===== src/include/cpusv_pkg.sv =====
// Package for the processor supervisor: timing figures and derived counts.
// Assumes a 200 MHz system clock and a slow tick derived inside the block.
`default_nettype none
package cpusv_pkg;

    // System clock
    localparam int unsigned CLK_HZ          = 200_000_000;

    // Slow time base: one tick per microsecond
    localparam int unsigned TICK_NS         = 1000;
    localparam int unsigned TICK_DIV        = (CLK_HZ / 1_000_000) * TICK_NS
                                              / 1000;

    // Timed intervals in their own units
    localparam int unsigned RESET_HOLD_MS   = 130;
    localparam int unsigned ALERT_PULSE_US  = 200;
    localparam int unsigned SENSE_FILT_US   = 5;
    localparam int unsigned WDOG_TIMEOUT_MS = 1000;
    localparam int unsigned WDOG_HOLD_MS    = 130;
    localparam int unsigned DEBOUNCE_US     = 1000;

    // Same intervals in slow ticks (one tick per microsecond)
    localparam int unsigned RESET_HOLD_TK   = RESET_HOLD_MS * 1000;
    localparam int unsigned ALERT_PULSE_TK  = ALERT_PULSE_US;
    localparam int unsigned SENSE_FILT_TK   = SENSE_FILT_US;
    localparam int unsigned WDOG_TIMEOUT_TK = WDOG_TIMEOUT_MS * 1000;
    localparam int unsigned WDOG_HOLD_TK    = WDOG_HOLD_MS * 1000;
    localparam int unsigned DEBOUNCE_TK     = DEBOUNCE_US;

    // Width of the reset, warning and watchdog interval counters (filters size their own)
    localparam int unsigned CNT_W           = 20;

endpackage

`default_nettype wire


===== src/rtl/cpusv_top.sv =====
// Processor supervisor: reset generator, early-warning pulse, watchdog.
// Assumes supply and sense comparator results arrive as async digital pins.
//
// Behaviour
// Reset output forced active while supply-fail indication is present.
// After supply returns, including power-up, hold reset at least 130 ms.
// Pushbutton input is active low and debounced before affecting reset.
// Press asserts reset; 130 ms hold starts when the button is released.
// Early warning comes from sense comparison, independent of reset path.
// Sense below trip pulses the interrupt output for at least 200 us.
// Below-trip sense must persist about 5 us before a pulse starts.
// No interrupt pulse starts until the supply has reached its trip level.
// Watchdog timing starts only when reset output becomes inactive.
// Strobe falling edge before timeout clears and restarts the watchdog.
// On watchdog expiry, status output is driven low for at least 130 ms.
// Processor must strobe at intervals of at most one second.
// Active-low reset output standard; active-high reset output offered.
// Intervals counted on a slow time base; inputs synchronised first.
// While reset is active the watchdog is cleared and status inactive.
`timescale 1ns/1ps
`default_nettype none

module cpusv_top #(
    parameter int unsigned RESET_HOLD_TK   = cpusv_pkg::RESET_HOLD_TK,
    parameter int unsigned WDOG_TIMEOUT_TK = cpusv_pkg::WDOG_TIMEOUT_TK,
    parameter int unsigned WDOG_HOLD_TK    = cpusv_pkg::WDOG_HOLD_TK,
    parameter int unsigned DEBOUNCE_TK     = cpusv_pkg::DEBOUNCE_TK,
    parameter int unsigned TICK_DIV        = cpusv_pkg::TICK_DIV
) (
    input  wire logic clk,
    input  wire logic rst_n,
    input  wire logic supply_ok,
    input  wire logic sense_ok,
    input  wire logic pushbutton_reset_n,
    input  wire logic watchdog_kick_n,
    output logic      cpu_reset_n,
    output logic      cpu_reset,
    output logic      early_warning_n,
    output logic      watchdog_expired_n
);

    localparam int unsigned CW = cpusv_pkg::CNT_W;
    localparam int unsigned DW = $clog2(TICK_DIV + 1);

    initial
    begin
        if (RESET_HOLD_TK < 1 || RESET_HOLD_TK >= (1 << CW) ||
            WDOG_TIMEOUT_TK < 1 || WDOG_TIMEOUT_TK >= (1 << CW) ||
            WDOG_HOLD_TK < 1 || WDOG_HOLD_TK >= (1 << CW) ||
            TICK_DIV < 1)
            $error("cpusv_top: interval parameters out of range");
    end

    // ---- Slow time base -------------------------------------------------
    logic [DW-1:0] div_q;
    logic [DW-1:0] div_d;
    logic          tick;

    // Free-running divider; tick is one clk wide
    always_comb
    begin
        tick  = (div_q == DW'(TICK_DIV - 1));
        div_d = tick ? '0 : div_q + DW'(1);
    end

    always_ff @(posedge clk or negedge rst_n)
    begin
        if (!rst_n)
            div_q <= '0;
        else
            div_q <= div_d;
    end

    // ---- Input conditioning ---------------------------------------------
    logic supply_ok_f;
    logic sense_ok_f;
    logic button_n_f;
    logic kick_n_f;

    // Supply sync only; analog side already filters noise
    cpusv_filter #(.STABLE_TK(1), .RST_VAL(1'b0)) u_supply (
        .clk     (clk),
        .rst_n   (rst_n),
        .tick    (tick),
        .pin_in  (supply_ok),
        .level_q (supply_ok_f)
    );

    // Sense must stay low ~5 us before it counts
    cpusv_filter #(.STABLE_TK(cpusv_pkg::SENSE_FILT_TK),
                   .RST_VAL(1'b1)) u_sense (
        .clk     (clk),
        .rst_n   (rst_n),
        .tick    (tick),
        .pin_in  (sense_ok),
        .level_q (sense_ok_f)
    );

    // Pushbutton debounce
    cpusv_filter #(.STABLE_TK(DEBOUNCE_TK), .RST_VAL(1'b1)) u_button (
        .clk     (clk),
        .rst_n   (rst_n),
        .tick    (tick),
        .pin_in  (pushbutton_reset_n),
        .level_q (button_n_f)
    );

    // Strobe only synchronised; a settled falling edge counts only in the watchdog count phase
    cpusv_filter #(.STABLE_TK(1), .RST_VAL(1'b1)) u_kick (
        .clk     (clk),
        .rst_n   (rst_n),
        .tick    (tick),
        .pin_in  (watchdog_kick_n),
        .level_q (kick_n_f)
    );

    // ---- Reset generator ------------------------------------------------
    logic          rst_act_q;
    logic          rst_act_d;
    logic [CW-1:0] rst_cnt_q;
    logic [CW-1:0] rst_cnt_d;

    // Any source holds the counter at zero; release after full hold
    always_comb
    begin
        rst_act_d = rst_act_q;
        rst_cnt_d = rst_cnt_q;
        if (!supply_ok_f || !button_n_f)
        begin
            rst_act_d = 1'b1;
            rst_cnt_d = '0;
        end
        else if (rst_act_q && tick)
        begin
            if (rst_cnt_q == CW'(RESET_HOLD_TK - 1))
                rst_act_d = 1'b0;
            else
                rst_cnt_d = rst_cnt_q + CW'(1);
        end
    end

    always_ff @(posedge clk or negedge rst_n)
    begin
        if (!rst_n)
        begin
            rst_act_q <= 1'b1;
            rst_cnt_q <= '0;
        end
        else
        begin
            rst_act_q <= rst_act_d;
            rst_cnt_q <= rst_cnt_d;
        end
    end

    // Both polarities offered; boards pick one
    assign cpu_reset_n = ~rst_act_q;
    assign cpu_reset   = rst_act_q;

    // ---- Early warning pulse --------------------------------------------
    logic          ew_act_q;
    logic          ew_act_d;
    logic          ew_arm_q;
    logic          ew_arm_d;
    logic [CW-1:0] ew_cnt_q;
    logic [CW-1:0] ew_cnt_d;

    // One pulse per low excursion; rearms when sense recovers
    always_comb
    begin
        ew_act_d = ew_act_q;
        ew_arm_d = ew_arm_q;
        ew_cnt_d = ew_cnt_q;
        if (sense_ok_f)
            ew_arm_d = 1'b1;
        if (ew_act_q)
        begin
            if (tick)
            begin
                if (ew_cnt_q == CW'(cpusv_pkg::ALERT_PULSE_TK - 1))
                    ew_act_d = 1'b0;
                else
                    ew_cnt_d = ew_cnt_q + CW'(1);
            end
        end
        else if (!sense_ok_f && ew_arm_q && supply_ok_f)
        begin
            ew_act_d = 1'b1;
            ew_arm_d = 1'b0;
            ew_cnt_d = '0;
        end
    end

    always_ff @(posedge clk or negedge rst_n)
    begin
        if (!rst_n)
        begin
            ew_act_q <= 1'b0;
            ew_arm_q <= 1'b1;
            ew_cnt_q <= '0;
        end
        else
        begin
            ew_act_q <= ew_act_d;
            ew_arm_q <= ew_arm_d;
            ew_cnt_q <= ew_cnt_d;
        end
    end

    assign early_warning_n = ~ew_act_q;

    // ---- Watchdog -------------------------------------------------------
    typedef enum logic [1:0] {
        CPUSV_WD_IDLE  = 2'b00,
        CPUSV_WD_COUNT = 2'b01,
        CPUSV_WD_FIRED = 2'b10
    } cpusv_wd_t;

    cpusv_wd_t     wd_st_q;
    cpusv_wd_t     wd_st_d;
    logic [CW-1:0] wd_cnt_q;
    logic [CW-1:0] wd_cnt_d;
    logic          kick_prev_q;
    logic          kick_fall;

    assign kick_fall = kick_prev_q & ~kick_n_f;

    // Counter shared by timeout and low-hold phases
    always_comb
    begin
        wd_st_d  = wd_st_q;
        wd_cnt_d = wd_cnt_q;
        if (rst_act_q)
        begin
            wd_st_d  = CPUSV_WD_IDLE;
            wd_cnt_d = '0;
        end
        else
        begin
            unique case (wd_st_q)
                CPUSV_WD_IDLE:
                begin
                    wd_st_d  = CPUSV_WD_COUNT;
                    wd_cnt_d = '0;
                end
                CPUSV_WD_COUNT:
                begin
                    if (kick_fall)
                        wd_cnt_d = '0;
                    else if (tick)
                    begin
                        if (wd_cnt_q == CW'(WDOG_TIMEOUT_TK - 1))
                        begin
                            wd_st_d  = CPUSV_WD_FIRED;
                            wd_cnt_d = '0;
                        end
                        else
                            wd_cnt_d = wd_cnt_q + CW'(1);
                    end
                end
                CPUSV_WD_FIRED:
                begin
                    // Strobes ignored while status is held low
                    if (tick)
                    begin
                        if (wd_cnt_q == CW'(WDOG_HOLD_TK - 1))
                        begin
                            wd_st_d  = CPUSV_WD_COUNT;
                            wd_cnt_d = '0;
                        end
                        else
                            wd_cnt_d = wd_cnt_q + CW'(1);
                    end
                end
                default:
                begin
                    wd_st_d  = CPUSV_WD_IDLE;
                    wd_cnt_d = '0;
                end
            endcase
        end
    end

    always_ff @(posedge clk or negedge rst_n)
    begin
        if (!rst_n)
        begin
            wd_st_q     <= CPUSV_WD_IDLE;
            wd_cnt_q    <= '0;
            kick_prev_q <= 1'b1;
        end
        else
        begin
            wd_st_q     <= wd_st_d;
            wd_cnt_q    <= wd_cnt_d;
            kick_prev_q <= kick_n_f;
        end
    end

    assign watchdog_expired_n = (wd_st_q != CPUSV_WD_FIRED);

endmodule // cpusv_top

`default_nettype wire


===== src/rtl/cpusv_filter.sv =====
// Input filter: two-flop synchroniser and a tick-counted stability filter.
// Assumes tick is a one-cycle pulse from the same clock domain.
`timescale 1ns/1ps
`default_nettype none

module cpusv_filter #(
    parameter int unsigned STABLE_TK = 5,
    parameter bit          RST_VAL   = 1'b1
) (
    input  wire logic clk,
    input  wire logic rst_n,
    input  wire logic tick,
    input  wire logic pin_in,
    output logic      level_q
);

    localparam int unsigned W = $clog2(STABLE_TK + 1);

    initial
    begin
        if (STABLE_TK < 1)
            $error("cpusv_filter: STABLE_TK must be at least 1");
    end

    logic         meta_q;
    logic         sync_q;
    logic [W-1:0] cnt_q;
    logic [W-1:0] cnt_d;
    logic         level_d;

    // Next state: level moves only after STABLE_TK ticks of disagreement
    always_comb
    begin
        cnt_d   = cnt_q;
        level_d = level_q;
        if (sync_q == level_q)
            cnt_d = '0;
        else if (tick)
        begin
            if (cnt_q == W'(STABLE_TK - 1))
            begin
                level_d = sync_q;
                cnt_d   = '0;
            end
            else
                cnt_d = cnt_q + W'(1);
        end
    end

    // Synchroniser second flop is the only reader of the first
    always_ff @(posedge clk or negedge rst_n)
    begin
        if (!rst_n)
        begin
            meta_q  <= RST_VAL;
            sync_q  <= RST_VAL;
            cnt_q   <= '0;
            level_q <= RST_VAL;
        end
        else
        begin
            meta_q  <= pin_in;
            sync_q  <= meta_q;
            cnt_q   <= cnt_d;
            level_q <= level_d;
        end
    end

endmodule // cpusv_filter

`default_nettype wire


===== config.mk =====
export PLATFORM = sky130hd
export DESIGN_NAME = cpusv_top
export DESIGN_NICKNAME = d
export VERILOG_FILES = /design/src/include/cpusv_pkg.sv /design/src/rtl/cpusv_top.sv /design/src/rtl/cpusv_filter.sv
export SDC_FILE = /design/constraint.sdc
export NUM_CORES = 1
export LEC_CHECK = 0
export ABC_AREA = 1
export BUFFER_PORTS_ARGS = -buffer_cell sky130_fd_sc_hd__clkbuf_2
export CAP_MARGIN = 20
export CORE_MARGIN = 3
export CORE_UTILIZATION = 55
export DETAILED_ROUTE_END_ITERATION = 10
export PLACE_DENSITY = 0.72
export SLEW_MARGIN = 5
export SYNTH_ARGS = -nofsm -noshare
export SYNTH_HDL_FRONTEND = slang
export SYNTH_SLANG_ARGS = --single-unit

===== constraint.sdc =====
create_clock -name clk -period 1.7 [get_ports clk]
set_input_delay 0 -clock clk [delete_from_list [all_inputs] [get_ports clk]]
set_output_delay 0 -clock clk [all_outputs]
set_load 0.02 [all_outputs]

== Yosys cells after proc, flatten, opt, wreduce, memory -nomap -nowiden ==
Cells that the tools add are included.
Widths: inputs -> output; s select.

* Flip-flop bits (word level): 101
* Input bits: 6
* Logic and storage cells: 134

* Add/sub/neg operators: 8
* Equality and inequality tests: 23
* Multiplexer cells: 44
* Bitwise operators: 10
* Reductions and logical operators: 24

{| class="wikitable"
|+ Operators with widths
! operator !! number
|-
| $mux 20 || 13
|-
| $add 20x1->20 const B || 3
|-
| $eq 20x17->1 const B || 2
|-
| $pmux 20 s2 || 1
|-
| $mux 10 || 3
|-
| $eq 20x20->1 const B || 1
|-
| $eq 20x8->1 const B || 1
|-
| $mux 1 || 16
|-
| $ne 3x3->1 const B || 5
|-
| $reduce_and 3->1 || 5
|-
| $reduce_bool 2->1 || 7
|-
| $mux 2 || 6
|-
| $add 10x1->10 const B || 1
|-
| $eq 10x10->1 const B || 1
|-
| $mux 3 || 3
|-
| $not 1->1 || 9
|-
| $add 8x1->8 const B || 1
|-
| $eq 8x8->1 const B || 1
|-
| $mux 8 || 1
|-
| $ne 2x2->1 const B || 4
|-
| $pmux 2 s3 || 1
|-
| $reduce_and 2->1 || 3
|-
| $reduce_and 5->1 || 1
|-
| $eq 1x1->1 || 4
|-
| other kinds (11) || 16
|}

== Longest topological paths before layout ==
* Word-level depth: 6
* Depth in mapped cells: 12

== By module ==
Synthesis repeated with hierarchy kept, for this count alone.

* Cells, all modules: 860
* Area, all modules: 6,085.8 sq um

{| class="wikitable"
|+ By module, submodules not included
! module !! instances !! cells an instance !! area each (sq um) !! seq. area each (sq um)
|-
| cpusv_top || 1 || 715 || 4,878.4 || 1,855.5
|-
| cpusv_filter at u_button || 1 || 96 || 729.4 || 329.1
|-
| cpusv_filter at u_sense || 1 || 35 || 294.0 || 153.9
|-
| cpusv_filter at u_kick || 1 || 7 || 93.8 || 78.8
|-
| cpusv_filter at u_supply || 1 || 7 || 90.1 || 75.1
|}

== Worst setup path before layout ==
No wires, ideal clock.

* Path kind: reg-to-reg
* From: register rst_cnt_q[0]
* To: register rst_cnt_q[11]
* Arrival time: 1.504 ns
* Required time: 1.584 ns
* Setup slack: 0.080 ns
* Cell stages (with the launch flop): 12
* Path buffers: 1
* Clock period less this slack: 1.620 ns
* Cell sequence: dfrtp_1 -> ha_1 -> nand3_1 -> inv_1 -> nand3_2 -> nor2_2 -> nor2_4 -> nor2_8 -> inv_4 -> buf_6 -> nand2_1 -> nand2_1

* Word-level cells in the longest chain between the ends: 4

{| class="wikitable"
|+ Ends and longest elaborated chain
! item !! line !! text
|-
| from (decl) || cpusv_top.sv:120 || <nowiki>logic [CW-1:0] rst_cnt_q;</nowiki>
|-
| from (signal assigned) || cpusv_top.sv:152 || <nowiki>rst_cnt_q <= rst_cnt_d;</nowiki>
|-
| $add 20x1->20 || cpusv_top.sv:138 || <nowiki>rst_cnt_d = rst_cnt_q + CW'(1);</nowiki>
|-
| $mux 20 || cpusv_top.sv:135 || <nowiki>if (rst_cnt_q == CW'(RESET_HOLD_TK - 1))</nowiki>
|-
| $mux 20 || cpusv_top.sv:133 || <nowiki>else if (rst_act_q && tick)</nowiki>
|-
| $mux 20 || cpusv_top.sv:128 || <nowiki>if (!supply_ok_f || !button_n_f)</nowiki>
|}

Parallel ways exist; a longest one is shown, timed or not. The select of a mux whose other input is x is not followed.
A chain may end at the register's enable or synchronous reset.

== Worst setup path in the final report ==
* From: register div_q[1]
* To: register u_button.cnt_q[9]

* Word-level cells in the longest chain between the ends: 2

{| class="wikitable"
|+ Ends and longest elaborated chain
! item !! line !! text
|-
| from (decl) || cpusv_top.sv:55 || <nowiki>logic [DW-1:0] div_q;</nowiki>
|-
| from (signal assigned) || cpusv_top.sv:71 || <nowiki>div_q <= div_d;</nowiki>
|-
| $eq 8x8->1 || cpusv_top.sv:62 || <nowiki>tick = (div_q == DW'(TICK_DIV - 1));</nowiki>
|-
| $reduce_bool 2->1 (no source line) || -- ||
|-
| to (signal assigned) || cpusv_filter.sv:64 || <nowiki>cnt_q <= cnt_d;</nowiki>
|-
| to (decl) || cpusv_filter.sv:27 || <nowiki>logic [W-1:0] cnt_q;</nowiki>
|}

Every way passes these cells.

==> impl_metrics.env <==
export IMPL_fin_setup_tns_ns=-0.362
export IMPL_endpoint_kind="register"
export IMPL_m1WireLength_mm=6.16
export IMPL_p_total_w=0.00399
export IMPL_yosysWarnings=0
export IMPL_drt_pass1_iter_count=6
export IMPL_route_detailed_drc=0
export IMPL_cts_root_buffer="clkbuf_8"
export IMPL_synth_most_common_cell="nand2_1"
export IMPL_synth_top_area_share_pct=37.3
export IMPL_violations="negative setup slack"
export IMPL_dieArea_um2=11900
export IMPL_clkTransAtPathRegs_ns=0.10
export IMPL_period_share_pct=103
export IMPL_antenna_found_initial=0
export IMPL_cp_slowest_cell="dfrtp_1"
export IMPL_synth_area_leaders="dfrtp_1, nand2_1, nor2_1"
export IMPL_synth_top_cells_by_count="nand2_1, nor2_1, dfrtp_1"
export IMPL_setup_viol=19
export IMPL_wl_met2_mm=7.35
export IMPL_post_drt_wl_per_cell_um=13.9
export IMPL_fin_skew_ns=0.0148
export IMPL_nNetsFinal=905
export IMPL_finalMaxSlewViolations=0
export IMPL_port_buffer_count=9
export IMPL_async_flop_share_pct=100
export IMPL_grt_max_degree=46
export IMPL_crit_required_ns=1.98
export IMPL_p_per_area_nw_per_um2=541
export IMPL_rows=36
export IMPL_grt_pass1_wl_mm=22.9
export IMPL_overflow=0
export IMPL_hp_class="in -> async"
export IMPL_synth_top_family_by_area="simple AND/OR/NAND/NOR gates"
export IMPL_design_core_area_um2=10000
export IMPL_hpwl_mm=9.81
export IMPL_yosys_mux_area_fraction_pct=0.343
export IMPL_path_max_fanout=6
export IMPL_htreeDepth=3
export IMPL_synthCells=794
export IMPL_die_y_um=109
export IMPL_ir_worst_vdd_mv=0.609
export IMPL_vias=5434
export IMPL_vias_per_cell=5.30
export IMPL_synth_seq_cells=99
export IMPL_initial_core_util_pct=58.0
export IMPL_antennaDiodeCount=0
export IMPL_die_width_um=109
export IMPL_area_growth_pct=26.6
export IMPL_synth_fa_ha_area_share_pct=2.36
export IMPL_fin_crit_ns=1.74
export IMPL_synth_compound_area_share_pct=6.40
export IMPL_drt_iter0_markers=367
export IMPL_worstMarginPinSlew_ns=0.512
export IMPL_synth_area_um2=5830
export IMPL_slew_headroom_pct=65.8
export IMPL_cts_max_path_buffers=2
export IMPL_syn_avg_cell_area_um2=7.34
export IMPL_synth_cell_type_count=40
export IMPL_p_leak_nw=3.42
export IMPL_synthSimpleGateAreaFrac_pct=35.2
export IMPL_cap_violations=0
export IMPL_final_hold_violation_count=0
export IMPL_wirelength_mm=14.3
export IMPL_met3_length_um=530
export IMPL_synth_flop_cell="dfrtp_1"
export IMPL_status="finished, violations left"
export IMPL_synthesis_nets=811
export IMPL_antenna_left=0
export IMPL_synth_seq_area_share_pct=42.8
export IMPL_first_global_vias=5108
export IMPL_max_freq_ghz=0.574
export IMPL_clkLatencyLatePin_ns=0.38
export IMPL_critical_path_max_stage_delay_ns=0.37
export IMPL_yosys_area_share_xor_xnor_pct=5.71
export IMPL_rsz0062_at_grt="true"
export IMPL_fillers=788
export IMPL_critPathKind="reg -> reg"
export IMPL_cts_tree="built"
export IMPL_clock_sinks=99
export IMPL_io_pin_count=10
export IMPL_synth_edf_count=0
export IMPL_setup_ws_ns=-0.0434
export IMPL_synth_area_leader_cell="dfrtp_1"
export IMPL_grt_usage_pct=24.1
export IMPL_place_congestion=0.961
export IMPL_highest_signal_layer="met4"
export IMPL_cp_cell_sequence="ha_2 > nand2_4 > inv_4 > nand2_4 > nor2_8 > buf_6 > inv_4 > nand2_8 > inv_6 > o21a_1 > o21a_1"
export IMPL_cts_buffers_inserted=9
export IMPL_drive_above_1_share_pct=26.7
export IMPL_dp_slack_ns=-0.147
export IMPL_cp_arrival_ns=2.02
export IMPL_critPathLaunchType="register"
[sequential cells by signal, summed over array words and instances (netlist names), 2 cells and up]
name / count
ew_cnt_q: 20
rst_cnt_q: 20
wd_cnt_q: 20
u_button.cnt_q: 10
div_q: 8
u_sense.cnt_q: 3
wd_st_q: 2
[logic make-up (layout without fill, tap and decap cells)]
group | after synthesis | after routing
compound gates | 66 | 66
mux | 2 | 2
buf+inv | 102 | 201
flops | 99 | 99
simple gates | 476 | 476
fa+ha+maj | 11 | 11
xor+xnor | 38 | 38
[path summary, 6_finish.rpt]
path | depth (start not counted) | end | startpoint | slack [ns]
min in group clk | 2 | u_button.meta_q | pushbutton_reset_n | 0.25
worst max register to register | 11 | u_button.cnt_q[9] | div_q[1] | -0.04
worst max-delay path | 11 | u_button.cnt_q[9] | div_q[1] | -0.04
worst min-delay path | 2 | u_button.cnt_q[3] | rst_n | 0.12
max in group asynchronous | 3 | u_kick.meta_q | rst_n | 0.87
worst min register to register | 0 | u_kick.sync_q | u_kick.meta_q | 0.36
[critical path: cells and delay by family, from the launching register on]
family          cells  cell delay [ns]
simple gates        4             0.41
compound gates      2             0.35
fa+ha+maj           1             0.22
buf+inv             4             0.29
flops               1             0.37
[cell usage in the layout, fill, tap and decap left out, drive strengths merged, types with 2 or more instances in the layout]
cell	instances
clkbuf	20
a21oi	15
clkinv	4
a31oi	3
nor2	128
mux2i	2
inv	88
nand3	70
nand4	22
dlygate4sd3	5
ha	11
xor2	33
nor3	16
buf	82
dfstp	12
o21ai	43
dfrtp	87
xnor2	5
nand2	236
o21a	2
[routing by layer]
metal / vias to the layer above / track usage, %
met1: 2576 / 31.4
met4: 0 / 7.21
li1: 2725 / -
met5: - / 0
met3: 27 / 5.03
met2: 106 / 40.4
[what timing repair did]
item / 4_1_cts / 5_1_grt
buffers inserted: 3 / 14
endpoints found under the setup margin: 40 / 67
pin swaps: 5 / 44
gates resized for setup: 14 / 158
endpoints found under the hold margin: 46 / 0
hold buffers: 5 / 0
gates cloned: 0 / 4
[report_power, final]
group	internal, W	leakage, nW	total (W)	switching, W
clock	0.000684	0.0966	0.00153	0.000844
sequential	0.00237	1.32	0.00237	0.00000436
combinational	0.0000274	2.00	0.0000934	0.0000660
[layout make-up]
type / instances / area, um^2 / area share [%]
clock buffer: 10 / 128 / 1.73
sequential: 99 / 2490 / 33.8
multi-input combinational: 593 / 3320 / 45.0
tap: 133 / 166 / 2.25
timing repair buffer: 97 / 848 / 11.5
inverter: 88 / 358 / 4.85
clock inverter: 6 / 65.1 / 0.881
[metrics by stage]
step                      hold slack, ns  utilization, %  instance area (um^2)  instances
after floorplan                   -0.296               -                  5830        794
after global placement           0.00574            64.1                  6440        984
after detailed placement          0.0111            64.1                  6440        984
after CTS                          0.117            67.2                  6750       1008
after global routing               0.168            73.5                  7380       1026
final                              0.121            73.5                  7380       1026
(Power assumes the default switching activity.)
